`config.mk`:
```
export PLATFORM = sky130hd
export DESIGN_NAME = sync_dram_ctrl_cfg
export DESIGN_NICKNAME = d
export VERILOG_FILES = /design/src/sync_dram_pkg.sv /design/src/sync_dram_ctrl_cfg.sv /design/src/gap_timer.sv
export SDC_FILE = /design/constraint.sdc
export NUM_CORES = 1
export LEC_CHECK = 0
export BUFFER_PORTS_ARGS = -buffer_cell sky130_fd_sc_hd__buf_4
export CAP_MARGIN = 20
export CORE_MARGIN = 2
export CORE_UTILIZATION = 46
export DETAILED_ROUTE_END_ITERATION = 8
export PLACE_DENSITY = 0.77
export SYNTH_ARGS = -nofsm -noshare
export SYNTH_HDL_FRONTEND = slang
export SYNTH_HIERARCHICAL = 1
export SYNTH_SLANG_ARGS = --single-unit
```
`constraint.sdc`:
```
create_clock -name aclk -period 2.5 [get_ports aclk]
set_clock_uncertainty 0.1 [all_clocks]
set_input_delay 0.5 -clock aclk [delete_from_list [all_inputs] [get_ports aclk]]
set_output_delay 0.5 -clock aclk [all_outputs]
set_load 0.02 [all_outputs]
```
`src/sync_dram_pkg.sv`:
```
// Shared constants and types for the SDRAM timing and geometry block
`default_nettype none
package sync_dram_pkg;

  // ---------------------------------------------------------------
  // Register map
  // ---------------------------------------------------------------
  localparam logic [3:0]  CFG_OFFSET    = 4'h0;
  localparam logic [3:0]  STATUS_OFFSET = 4'h4;
  localparam logic [31:0] CFG_RESET     = 32'h0003_72c0;
  localparam logic [31:0] CFG_WMASK     = 32'h000f_fffc;

  // ---------------------------------------------------------------
  // Field positions in the configuration word
  // ---------------------------------------------------------------
  localparam int PRECHARGE_LSB  = 16;
  localparam int ROW_REFR_LSB   = 12;
  localparam int WRITE_REC_LSB  = 8;
  localparam int BUS_WIDTH_BIT  = 7;
  localparam int CAS_LSB        = 5;
  localparam int BANK_COUNT_BIT = 4;
  localparam int ROW_WIDTH_LSB  = 2;

  // ---------------------------------------------------------------
  // Field encodings
  // ---------------------------------------------------------------
  localparam logic [1:0] cas_two_cycles     = 2'h2;
  localparam logic [1:0] cas_three_cycles   = 2'h3;
  localparam logic       two_banks          = 1'b0;
  localparam logic       four_banks         = 1'b1;
  localparam logic [1:0] rows_eleven_bits   = 2'h0;
  localparam logic [1:0] rows_twelve_bits   = 2'h1;
  localparam logic [1:0] rows_thirteen_bits = 2'h2;
  localparam logic [1:0] ROW_RESERVED       = 2'h3;

  // ---------------------------------------------------------------
  // Address geometry and bus answers
  // ---------------------------------------------------------------
  localparam int         COL_BITS    = 8;
  localparam int         ROW_BITS    = 13;
  localparam logic [1:0] RESP_OKAY   = 2'h0;
  localparam logic [1:0] RESP_SLVERR = 2'h2;

  typedef enum logic [2:0] {
    CMD_ACTIVATE,
    CMD_READ,
    CMD_WRITE,
    CMD_PRECHARGE,
    CMD_REFRESH
  } mem_cmd_e;

endpackage : sync_dram_pkg
`default_nettype wire

```
`src/sync_dram_ctrl_cfg.sv`:
```
// SDRAM command spacing and geometry configuration with AXI4-Lite access
//
// Design decisions made here: the AXI4-Lite register port and the register addresses.
`timescale 1ns/1ps
`default_nettype none
module sync_dram_ctrl_cfg (
  input  wire logic        aclk,
  input  wire logic        aresetn,
  input  wire logic        awvalid,
  output logic             awready,
  input  wire logic [3:0]  awaddr,
  input  wire logic [2:0]  awprot,
  input  wire logic        wvalid,
  output logic             wready,
  input  wire logic [31:0] wdata,
  input  wire logic [3:0]  wstrb,
  output logic             bvalid,
  input  wire logic        bready,
  output logic [1:0]       bresp,
  input  wire logic        arvalid,
  output logic             arready,
  input  wire logic [3:0]  araddr,
  input  wire logic [2:0]  arprot,
  output logic             rvalid,
  input  wire logic        rready,
  output logic [31:0]      rdata,
  output logic [1:0]       rresp,
  input  wire logic        cmd_valid,
  input  wire logic [2:0]  cmd_kind,
  input  wire logic [31:0] cmd_addr,
  output logic             cmd_accept,
  output logic             mem_cmd_strobe,
  output logic [2:0]       mem_cmd_kind,
  output logic [1:0]       mem_bank,
  output logic [12:0]      mem_row,
  output logic [7:0]       mem_col,
  output logic [1:0]       cas_cycles,
  output logic             mem_bus_16
);

  // ---------------------------------------------------------------
  // Configuration fields
  // ---------------------------------------------------------------
  logic [31:0] cfg;
  logic [3:0]  precharge_delay;
  logic [3:0]  row_and_refresh_cycle_delay;
  logic [3:0]  write_recovery_delay;
  logic        memory_bus_width_select;
  logic [1:0]  cas_select;
  logic        bank_count_select;
  logic [1:0]  row_width_select;

  assign precharge_delay   = cfg[sync_dram_pkg::PRECHARGE_LSB +: 4];
  assign row_and_refresh_cycle_delay = cfg[sync_dram_pkg::ROW_REFR_LSB +: 4];
  assign write_recovery_delay = cfg[sync_dram_pkg::WRITE_REC_LSB +: 4];
  assign memory_bus_width_select = cfg[sync_dram_pkg::BUS_WIDTH_BIT];
  assign cas_select        = cfg[sync_dram_pkg::CAS_LSB +: 2];
  assign bank_count_select = cfg[sync_dram_pkg::BANK_COUNT_BIT];
  assign row_width_select  = cfg[sync_dram_pkg::ROW_WIDTH_LSB +: 2];

  // Byte-lane merge; illegal CAS or reserved row codes keep the old value
  function automatic logic [31:0] merge_cfg(input logic [31:0] old,
                                            input logic [31:0] data,
                                            input logic [3:0]  strb);
    logic [31:0] lanes;
    logic [31:0] res;
    lanes = {{8{strb[3]}}, {8{strb[2]}}, {8{strb[1]}}, {8{strb[0]}}};
    lanes = lanes & sync_dram_pkg::CFG_WMASK;
    res   = (old & ~lanes) | (data & lanes);
    if (res[sync_dram_pkg::CAS_LSB +: 2] < sync_dram_pkg::cas_two_cycles) begin
      res[sync_dram_pkg::CAS_LSB +: 2] = old[sync_dram_pkg::CAS_LSB +: 2];
    end
    if (res[sync_dram_pkg::ROW_WIDTH_LSB +: 2] ==
        sync_dram_pkg::ROW_RESERVED) begin
      res[sync_dram_pkg::ROW_WIDTH_LSB +: 2] =
        old[sync_dram_pkg::ROW_WIDTH_LSB +: 2];
    end
    return res;
  endfunction : merge_cfg

  // Split a 16-bit-wide byte address into {bank, row, column}
  function automatic logic [22:0] split_addr(input logic [31:0] addr,
                                             input logic        four,
                                             input logic [1:0]  rows);
    logic [31:0] upper;
    logic [12:0] row;
    logic [1:0]  bank;
    upper = four ? (addr >> 11) : (addr >> 10);
    bank  = four ? addr[10:9] : {1'b0, addr[9]};
    case (rows)
      sync_dram_pkg::rows_eleven_bits:  row = {2'b00, upper[10:0]};
      sync_dram_pkg::rows_twelve_bits:  row = {1'b0, upper[11:0]};
      default:                          row = upper[12:0];
    endcase
    return {bank, row, addr[8:1]};
  endfunction : split_addr

  // ---------------------------------------------------------------
  // AXI4-Lite write path
  // ---------------------------------------------------------------
  logic        aw_full;
  logic        w_full;
  logic [3:0]  aw_addr_q;
  logic [31:0] w_data_q;
  logic [3:0]  w_strb_q;
  logic        aw_take;
  logic        w_take;
  logic        commit;
  logic [3:0]  wr_addr;
  logic [31:0] wr_data;
  logic [3:0]  wr_strb;
  logic        next_aw_full;
  logic        next_w_full;

  assign aw_take = awvalid & awready;
  assign w_take  = wvalid & wready;
  // A new answer waits until the previous one is collected
  assign commit  = (aw_full | aw_take) & (w_full | w_take) & ~bvalid;
  assign wr_addr = aw_full ? aw_addr_q : awaddr;
  assign wr_data = w_full ? w_data_q : wdata;
  assign wr_strb = w_full ? w_strb_q : wstrb;
  assign next_aw_full = (aw_full | aw_take) & ~commit;
  assign next_w_full  = (w_full | w_take) & ~commit;

  // Address and data taken in either order, held until both are in
  always_ff @(posedge aclk) begin
    if (!aresetn) begin
      aw_full   <= 1'b0;
      w_full    <= 1'b0;
      awready   <= 1'b0;
      wready    <= 1'b0;
      aw_addr_q <= 4'h0;
      w_data_q  <= 32'h0;
      w_strb_q  <= 4'h0;
    end else begin
      aw_full <= next_aw_full;
      w_full  <= next_w_full;
      awready <= ~next_aw_full;
      wready  <= ~next_w_full;
      if (aw_take) begin
        aw_addr_q <= awaddr;
      end
      if (w_take) begin
        w_data_q <= wdata;
        w_strb_q <= wstrb;
      end
    end
  end

  // Write response; status writes are ignored, other offsets refused
  always_ff @(posedge aclk) begin
    if (!aresetn) begin
      bvalid <= 1'b0;
      bresp  <= sync_dram_pkg::RESP_OKAY;
    end else if (commit) begin
      bvalid <= 1'b1;
      bresp  <= (wr_addr == sync_dram_pkg::CFG_OFFSET ||
                 wr_addr == sync_dram_pkg::STATUS_OFFSET) ?
                sync_dram_pkg::RESP_OKAY : sync_dram_pkg::RESP_SLVERR;
    end else if (bready) begin
      bvalid <= 1'b0;
    end
  end

  // Configuration register
  always_ff @(posedge aclk) begin
    if (!aresetn) begin
      cfg <= sync_dram_pkg::CFG_RESET;
    end else if (commit && wr_addr == sync_dram_pkg::CFG_OFFSET) begin
      cfg <= merge_cfg(cfg, wr_data, wr_strb);
    end
  end

  // ---------------------------------------------------------------
  // AXI4-Lite read path
  // ---------------------------------------------------------------
  logic        ar_take;
  logic [31:0] status;
  logic        pre_busy;
  logic        rc_busy;
  logic        wr_busy;

  assign ar_take = arvalid & arready;
  assign status  = {25'h0, mem_cmd_kind, wr_busy, rc_busy, pre_busy,
                    cmd_valid & ~cmd_accept};

  // One read in flight; answer one cycle after the address is taken
  always_ff @(posedge aclk) begin
    if (!aresetn) begin
      arready <= 1'b0;
      rvalid  <= 1'b0;
      rdata   <= 32'h0;
      rresp   <= sync_dram_pkg::RESP_OKAY;
    end else begin
      arready <= ~(ar_take | (rvalid & ~rready));
      if (ar_take) begin
        rvalid <= 1'b1;
        case (araddr)
          sync_dram_pkg::CFG_OFFSET: begin
            rdata <= cfg;
            rresp <= sync_dram_pkg::RESP_OKAY;
          end
          sync_dram_pkg::STATUS_OFFSET: begin
            rdata <= status;
            rresp <= sync_dram_pkg::RESP_OKAY;
          end
          default: begin
            rdata <= 32'h0;
            rresp <= sync_dram_pkg::RESP_SLVERR;
          end
        endcase
      end else if (rready) begin
        rvalid <= 1'b0;
      end
    end
  end

  // ---------------------------------------------------------------
  // Command spacing
  // ---------------------------------------------------------------
  logic     blocked;
  logic     issue;
  logic     is_pre;
  logic     is_row;
  logic     is_wr;

  assign is_pre = (cmd_kind == sync_dram_pkg::CMD_PRECHARGE);
  assign is_row = (cmd_kind == sync_dram_pkg::CMD_ACTIVATE) ||
                  (cmd_kind == sync_dram_pkg::CMD_REFRESH);
  assign is_wr  = (cmd_kind == sync_dram_pkg::CMD_WRITE);
  assign blocked = pre_busy | (rc_busy & is_row) | (wr_busy & is_pre);
  // The accept pulse guard stops one held request being taken twice
  assign issue = cmd_valid & ~cmd_accept & ~blocked;

  gap_timer u_pre_gap (
    .aclk    (aclk),
    .aresetn (aresetn),
    .load    (issue & is_pre),
    .gap     (precharge_delay),
    .busy    (pre_busy)
  );

  gap_timer u_rc_gap (
    .aclk    (aclk),
    .aresetn (aresetn),
    .load    (issue & is_row),
    .gap     (row_and_refresh_cycle_delay),
    .busy    (rc_busy)
  );

  gap_timer u_wr_gap (
    .aclk    (aclk),
    .aresetn (aresetn),
    .load    (issue & is_wr),
    .gap     (write_recovery_delay),
    .busy    (wr_busy)
  );

  // Command outputs with address split by current geometry
  always_ff @(posedge aclk) begin
    if (!aresetn) begin
      cmd_accept     <= 1'b0;
      mem_cmd_strobe <= 1'b0;
      mem_cmd_kind   <= 3'h0;
      mem_bank       <= 2'h0;
      mem_row        <= 13'h0;
      mem_col        <= 8'h0;
    end else begin
      cmd_accept     <= issue;
      mem_cmd_strobe <= issue;
      if (issue) begin
        mem_cmd_kind <= cmd_kind;
        {mem_bank, mem_row, mem_col} <=
          split_addr(cmd_addr, bank_count_select, row_width_select);
      end
    end
  end

  // Geometry seen by the pad logic
  always_ff @(posedge aclk) begin
    if (!aresetn) begin
      cas_cycles <= sync_dram_pkg::cas_two_cycles;
      mem_bus_16 <= sync_dram_pkg::CFG_RESET[sync_dram_pkg::BUS_WIDTH_BIT];
    end else begin
      cas_cycles <= cas_select;
      mem_bus_16 <= memory_bus_width_select;
    end
  end

  // ---------------------------------------------------------------
  // Checks
  // ---------------------------------------------------------------
  logic [4:0] since_pre;
  logic [4:0] since_row;
  logic [4:0] since_wr;
  logic       seen_pre;
  logic       seen_row;
  logic       seen_wr;

  // Cycles since the last command of each class, saturating
  always_ff @(posedge aclk) begin
    if (!aresetn) begin
      since_pre <= 5'h0;
      since_row <= 5'h0;
      since_wr  <= 5'h0;
      seen_pre  <= 1'b0;
      seen_row  <= 1'b0;
      seen_wr   <= 1'b0;
    end else begin
      since_pre <= (since_pre == 5'h1f) ? since_pre : since_pre + 5'h1;
      since_row <= (since_row == 5'h1f) ? since_row : since_row + 5'h1;
      since_wr  <= (since_wr == 5'h1f) ? since_wr : since_wr + 5'h1;
      if (mem_cmd_strobe &&
          mem_cmd_kind == sync_dram_pkg::CMD_PRECHARGE) begin
        since_pre <= 5'h0;
        seen_pre  <= 1'b1;
      end
      if (mem_cmd_strobe && (mem_cmd_kind == sync_dram_pkg::CMD_ACTIVATE ||
          mem_cmd_kind == sync_dram_pkg::CMD_REFRESH)) begin
        since_row <= 5'h0;
        seen_row  <= 1'b1;
      end
      if (mem_cmd_strobe && mem_cmd_kind == sync_dram_pkg::CMD_WRITE) begin
        since_wr <= 5'h0;
        seen_wr  <= 1'b1;
      end
    end
  end

  property p_precharge_gap;
    @(posedge aclk) disable iff (!aresetn)
      mem_cmd_strobe && seen_pre |-> since_pre >= {1'b0, precharge_delay};
  endproperty
  a_precharge_gap: assert property (p_precharge_gap)
    else $error("command too soon after precharge");

  property p_row_gap;
    @(posedge aclk) disable iff (!aresetn)
      mem_cmd_strobe && seen_row &&
      (mem_cmd_kind == sync_dram_pkg::CMD_ACTIVATE ||
       mem_cmd_kind == sync_dram_pkg::CMD_REFRESH)
      |-> since_row >= {1'b0, row_and_refresh_cycle_delay};
  endproperty
  a_row_gap: assert property (p_row_gap)
    else $error("activate or refresh too soon");

  property p_write_recovery;
    @(posedge aclk) disable iff (!aresetn)
      mem_cmd_strobe && seen_wr &&
      mem_cmd_kind == sync_dram_pkg::CMD_PRECHARGE
      |-> since_wr >= {1'b0, write_recovery_delay};
  endproperty
  a_write_recovery: assert property (p_write_recovery)
    else $error("precharge too soon after write");

  // Output is the stored bit, one cycle late, in every cycle
  property p_bus_width;
    @(posedge aclk) disable iff (!aresetn)
      mem_bus_16 == $past(memory_bus_width_select);
  endproperty
  a_bus_width: assert property (p_bus_width)
    else $error("bus width output does not follow its bit");

  property p_cas_legal;
    @(posedge aclk) disable iff (!aresetn)
      cas_cycles == sync_dram_pkg::cas_two_cycles ||
      cas_cycles == sync_dram_pkg::cas_three_cycles;
  endproperty
  a_cas_legal: assert property (p_cas_legal)
    else $error("unsupported CAS latency");

  property p_two_banks;
    @(posedge aclk) disable iff (!aresetn)
      issue && bank_count_select == sync_dram_pkg::two_banks
      |=> mem_bank[1] == 1'b0;
  endproperty
  a_two_banks: assert property (p_two_banks)
    else $error("bank above range for two banks");

  property p_row_width;
    @(posedge aclk) disable iff (!aresetn)
      issue && row_width_select == sync_dram_pkg::rows_eleven_bits
      |=> mem_row[12:11] == 2'h0 && row_width_select != 2'h3;
  endproperty
  a_row_width: assert property (p_row_width)
    else $error("row above range for eleven row bits");

  property p_column_split;
    @(posedge aclk) disable iff (!aresetn)
      issue |=> mem_cmd_strobe && mem_col == $past(cmd_addr[8:1]);
  endproperty
  a_column_split: assert property (p_column_split)
    else $error("column not taken from the address");

endmodule : sync_dram_ctrl_cfg
`default_nettype wire

```
`src/gap_timer.sv`:
```
// Down-counter that holds off commands for a programmed number of cycles
`timescale 1ns/1ps
`default_nettype none
module gap_timer (
  input  wire logic       aclk,
  input  wire logic       aresetn,
  input  wire logic       load,
  input  wire logic [3:0] gap,
  output logic            busy
);

  logic [3:0] remaining;

  // Reload on each command, then count down to idle
  always_ff @(posedge aclk) begin
    if (!aresetn) begin
      remaining <= 4'h0;
    end else if (load) begin
      remaining <= gap;
    end else if (remaining != 4'h0) begin
      remaining <= remaining - 4'h1;
    end
  end

  assign busy = (remaining != 4'h0);

endmodule : gap_timer
`default_nettype wire

```
; ---- Yosys cells after proc, flatten, opt, wreduce, memory -nomap -nowiden
; Index checks and enable logic that the tools add are counted.
; W data, S select, Z words.
[classes]
add_sub_neg = 3
n_lt_le_gt_ge = 1
eq_ne = 7
mux = 19
bitwise_logic = 34
reduce_logical = 18
[ops]
columns = operator, n
row1 = $pmux W32 S2, 1
row2 = $and A32 B20 Y32, 1
row3 = $and A32 B32 Y32, 1
row4 = $mux W32, 1
row5 = $not A20 Y32, 1
row6 = $or A32 B32 Y32, 1
row7 = $mux W4, 7
row8 = $pmux W13 S2, 1
row9 = $and A1 B1 Y1, 15
row10 = $mux W13, 1
row11 = $reduce_bool A4 Y1, 3
row12 = $sub A4 B1 Y4 const B, 3
row13 = $not A1 Y1, 10
row14 = $reduce_bool A2 Y1, 5
row15 = $eq A4 B3 Y1 const B, 2
row16 = $logic_not A4 Y1, 2
row17 = $eq A3 B2 Y1 const B, 2
row18 = $mux W2, 3
row19 = $or A1 B1 Y1, 5
row20 = $mux W1, 4
row21 = $reduce_and A2 Y1, 2
row22 = $eq A3 B3 Y1 const B, 1
row23 = $logic_not A3 Y1, 1
row24 = $mux W3, 1
row25 = 7 further kinds, 8
[totals]
register_bits = 156
input_bits = 93
out_inout_bits = 72
wordCells = 108

; ---- Logic depth before layout (Yosys ltp)
[logic_depth]
ltp_word = 9
depth_mapped = 11
depth_no_buf = 10

; ---- Hierarchy
; Netlist, hierarchy kept.
[modules_own_cells]
columns = mod, instances, cells_per_inst, area_each_um2, seq_area_each_um2
row1 = sync_dram_ctrl_cfg, 1, 450, 4294.1, 2042.0
row2 = gap_timer, 3, 26, 231.5, 80.1

; ---- Least setup slack after synthesis
; No wires, ideal clock.
[synth_path]
path_kind = reg-to-reg
from = register u_rc_gap.remaining[0]
to = register u_wr_gap.remaining[2]
arrival_time_ns = 2.492
slack_ns = -0.207
path_stages_with_launch = 9
n_path_buf = 0
period_less_slack_ns = 2.707
cell_sequence = dfxtp_1 > inv_1 > ha_1 > nor3b_1 > inv_1 > a211o_1 > nor4b_1 > o31ai_1 > and2_1
[synth_between]
elab_chain_len = 8
word_cells_on_any_way = 9
cone_classes = 1 x mux / 6 x bitwise / 2 x reduce/logical
[synth_rtl]
columns = item, line
row1 = start: declaration, gap_timer.sv:12  ; logic [3:0] remaining;
row2 = start signal: assignment, gap_timer.sv:19  ; remaining <= gap;
row3 = start signal: assignment, gap_timer.sv:21  ; remaining <= remaining - 4'h1;
row4 = $reduce_bool A4 Y1 *, gap_timer.sv:25  ; assign busy = (remaining != 4'h0);
row5 = via rc_busy, sync_dram_ctrl_cfg.sv:180  ; logic rc_busy;
row6 = $and A1 B1 Y1 *, sync_dram_ctrl_cfg.sv:231  ; assign blocked = pre_busy | (rc_busy & is_row) | (wr_busy & is_pre);
row7 = $or A1 B1 Y1 * (2 in a row), sync_dram_ctrl_cfg.sv:231
row8 = $not A1 Y1 *, sync_dram_ctrl_cfg.sv:233  ; assign issue = cmd_valid & ~cmd_accept & ~blocked;
row9 = $and A1 B1 Y1 *, sync_dram_ctrl_cfg.sv:233
row10 = $and A1 B1 Y1 *, sync_dram_ctrl_cfg.sv:254  ; .load (issue & is_wr),
row11 = $mux W4 or $reduce_bool A2 Y1 (tied branches), n/a
row12 = end signal: assignment, gap_timer.sv:19
row13 = end signal: assignment, gap_timer.sv:21
row14 = end: declaration, gap_timer.sv:12
; Mark *: on every way through the listed nets, which the timed path passes. The rest lies on a longest branch.
; A chain may end at the register's enable or synchronous reset.

; ---- Worst setup path after layout
; Ends and elaborated chain as after synthesis.

==> results.cfg <==
[placement]
place_congestion = 0.766
port_buffers = 120
dpl-instance-area_sq_um = 5990
dpl.hpwl_microns = 8610
dpl_worst_slack_ns = -0.0160

[worst_setup_path]
timing.rr.end = u_wr_gap/remaining[2]
reg2reg_depth = 10
crit_type = flop to flop
cp.required_ns = 2.86
cp-start-kind = flop
critPathMaxFanout = 7
cp_data_arrival_time_ns = 2.70
r2r_start = u_rc_gap/remaining[0]
endpoint_kind = flop
ff2ff_setup_slack_ns = 0.16

[die]
die_area_sq_um = 11700
die_x_microns = 108
io_pins = 165
die_h_microns = 108
start_util_pct = 46.6
coreArea_sq_um = 10700
core.rowCount = 38

[sta]
min_period_ns = 2.34
relSlewSlack_pct = 46.9
setup_viol = 0
fin_crit_sh_pct = 93.5
whs_ns = 0.117
slew_violations = 0
hold_viol_final = 0
worst_slew_pin_slew_ns = 0.796
timing.fmax_ghz = 0.428
setup_slack_ns = 0.163

[hold_path]
min_path_cells = 3
hold_start = cmd_addr[8]
whs_endpoint = mem_col[7]
hp-class = input port to flop

[clock_network]
cts_root_buffer = clkbuf_8
cts_hold_buf = 0
clk_path_buf_depth = 2
clock_latency_ns = 0.52
path_clk_slew_ns = 0.06
cts_sinks = 114
cts_buffers = 17
cts_tree = done
cts.htree.levels = 4

[power]
leakage_nw = 2.69
switchingPower_mw = 1.99
ir_worst_vdd_v = 0.000492
p_per_area_nw_per_um2 = 990
p_clk_share_pct = 38.2
p_seq_share_pct = 34.0
combPwrFrac_pct = 27.8
switching_share_pct = 30.1
power.internal_mw = 4.61

[logic_synthesis]
ys_seq_elements = 114
ys_types = 51
synth-main-ff-cell = dfxtp_1
synth_edf_count = 0
synth_cells = 528
syn-mean-instance-area_sq_um = 9.45
syn_area_sq_um = 4990
yosysWarnings = 6
ys_seq_area_share_pct = 45.7
synthArstFlopShare_pct = 0

[global_routing]
antenna_found_initial = 0
grt_overflow = 0
grt_pass1_wl_microns = 20000
grt_max_degree = 35
first_global_vias = 4063
grt_usage_pct = 21.8

[routing]
drt_iter0_drc = 188
vias = 4359
dr.pass1.iters = 5
postRouteAntennaNets = 0
via_per_inst = 5.39
remaining_drc_errors = 0
wl_per_cell_microns = 15.5
wirelength_microns = 12500

[layout]
synthToLayoutAreaGrowth_pct = 33.7
nFillCells = 894
final_cell_mix = 137 x buf_4, 114 x dfxtp_1, 55 x nand2_1
layout_commonest_cell = buf_4
fin_area_sq_um = 6670
n_antenna_cell = 0
nNetsFinal = 754
drive_gt1_share_pct = 30.1

[run]
cap_violations = 0

[outcome]
status = finished clean
[synthesized netlist by cell type (4+ instances only)]
library cell	count	area (sq um)
dfxtp_1	114	2280
nand2_1	55	206
nor2_1	50	188
mux2i_1	43	430
a21oi_1	42	210
buf_4	18	135
clkbuf_1	15	56.3
a22oi_1	14	105
inv_1	13	48.8
nand3_1	13	65.1
o21ai_0	12	60.1
a211oi_1	10	75.1
mux2_2	9	101
nor3_1	9	45.0
and2_1	8	50.1
nand2b_1	8	50.1
and3_1	6	37.5
buf_2	6	30.0
ha_1	6	75.1
o31ai_1	6	45.0
xnor2_1	6	52.6
a211oi_2	5	62.6
a222oi_1	5	50.1
a211o_1	4	35.0
nand4_1	4	25.0
nor3b_1	4	30.0
o31a_1	4	35.0
[power by group through the flow]
stage	combinational (mW)	clock (mW)	sequential, mW
5_1_grt	2.00	2.64	2.27
6_report	1.84	2.53	2.24
3_5_place_dp	1.72	0	2.26
3_3_place_gp	1.65	0	2.24
4_1_cts	1.75	2.55	2.23
2_1_floorplan	1.08	0	2.36
[cells by family after synthesis]
| logic type | after synthesis | share of synthesized area [%] |
|---|---|---|
| adders and majority gates | 6 | 1.50 |
| AOI/OAI and AO/OA | 119 | 17.0 |
| xor gates and xnor gates | 6 | 1.05 |
| and+or+nand+nor | 171 | 17.3 |
| other | 1 | 0.0752 |
| muxes | 52 | 10.7 |
| DFF | 114 | 45.7 |
| buffers and inverters | 59 | 6.62 |
[metal layers]
layer,GRT usage [%],vias up,share of wire (%)
met3,5.97,15,7.8
met5,0,-,0
met1,28.0,2072,43
met4,7.23,0,1.0
met2,35.4,168,48
li1,-,2104,-
[how the worst max path moves through the flow]
stage	start	endpoint	slack [ns]	depth (start not counted)
global placement	u_rc_gap/remaining[0]	u_wr_gap/remaining[2]	0.12	9
detailed placement	u_wr_gap/remaining[0]	mem_col[5]	-0.02	10
global route	u_wr_gap/remaining[0]	mem_col[7]	-0.009	10
floorplan	u_rc_gap/remaining[0]	u_wr_gap/remaining[2]	0.04	8
finish	u_rc_gap/remaining[0]	u_wr_gap/remaining[2]	0.16	10
CTS	u_rc_gap/remaining[0]	u_wr_gap/remaining[2]	0.04	9
[per-stage QoR]
step / TNS, ns / power [mW] / utilization, % / std cells
finish: 0 / 6.60 / 62.4 / 808
global route: -0.0169 / 6.91 / 62.4 / 808
CTS: 0 / 6.54 / 62.0 / 806
detailed placement: -0.0211 / 3.98 / 56.0 / 774
global placement: 0 / 3.89 / 56.0 / 774
floorplan: 0 / 3.45 / - / 541
[layout make-up]
type / instances / area, sq um / share of cell area [%]
tap: 140 / 175 / 2.63
clock buffer: 21 / 449 / 6.73
timing repair buffer: 140 / 1080 / 16.3
inverter: 14 / 52.6 / 0.788
clock inverter: 11 / 178 / 2.66
sequential: 114 / 2280 / 34.2
multi-input combinational: 368 / 2450 / 36.7
[critical path, cell delays in order (launching register included)]
cell	delay, ns
dfxtp_1	0.31
inv_1	0.11
ha_1	0.16
nor3b_2	0.30
inv_1	0.16
a211o_1	0.39
nor4b_2	0.28
buf_4	0.18
nand2_1	0.06
o31ai_1	0.07
and2_1	0.15
[timing repair]
action / in CTS / in global routing
endpoints found under the setup margin: 2 / 35
resized for setup: 1 / 3
cloned: 0 / 1
pin swaps: 0 / 0
setup buffers: 0 / 1
Power figures use the tool's default switching activity.
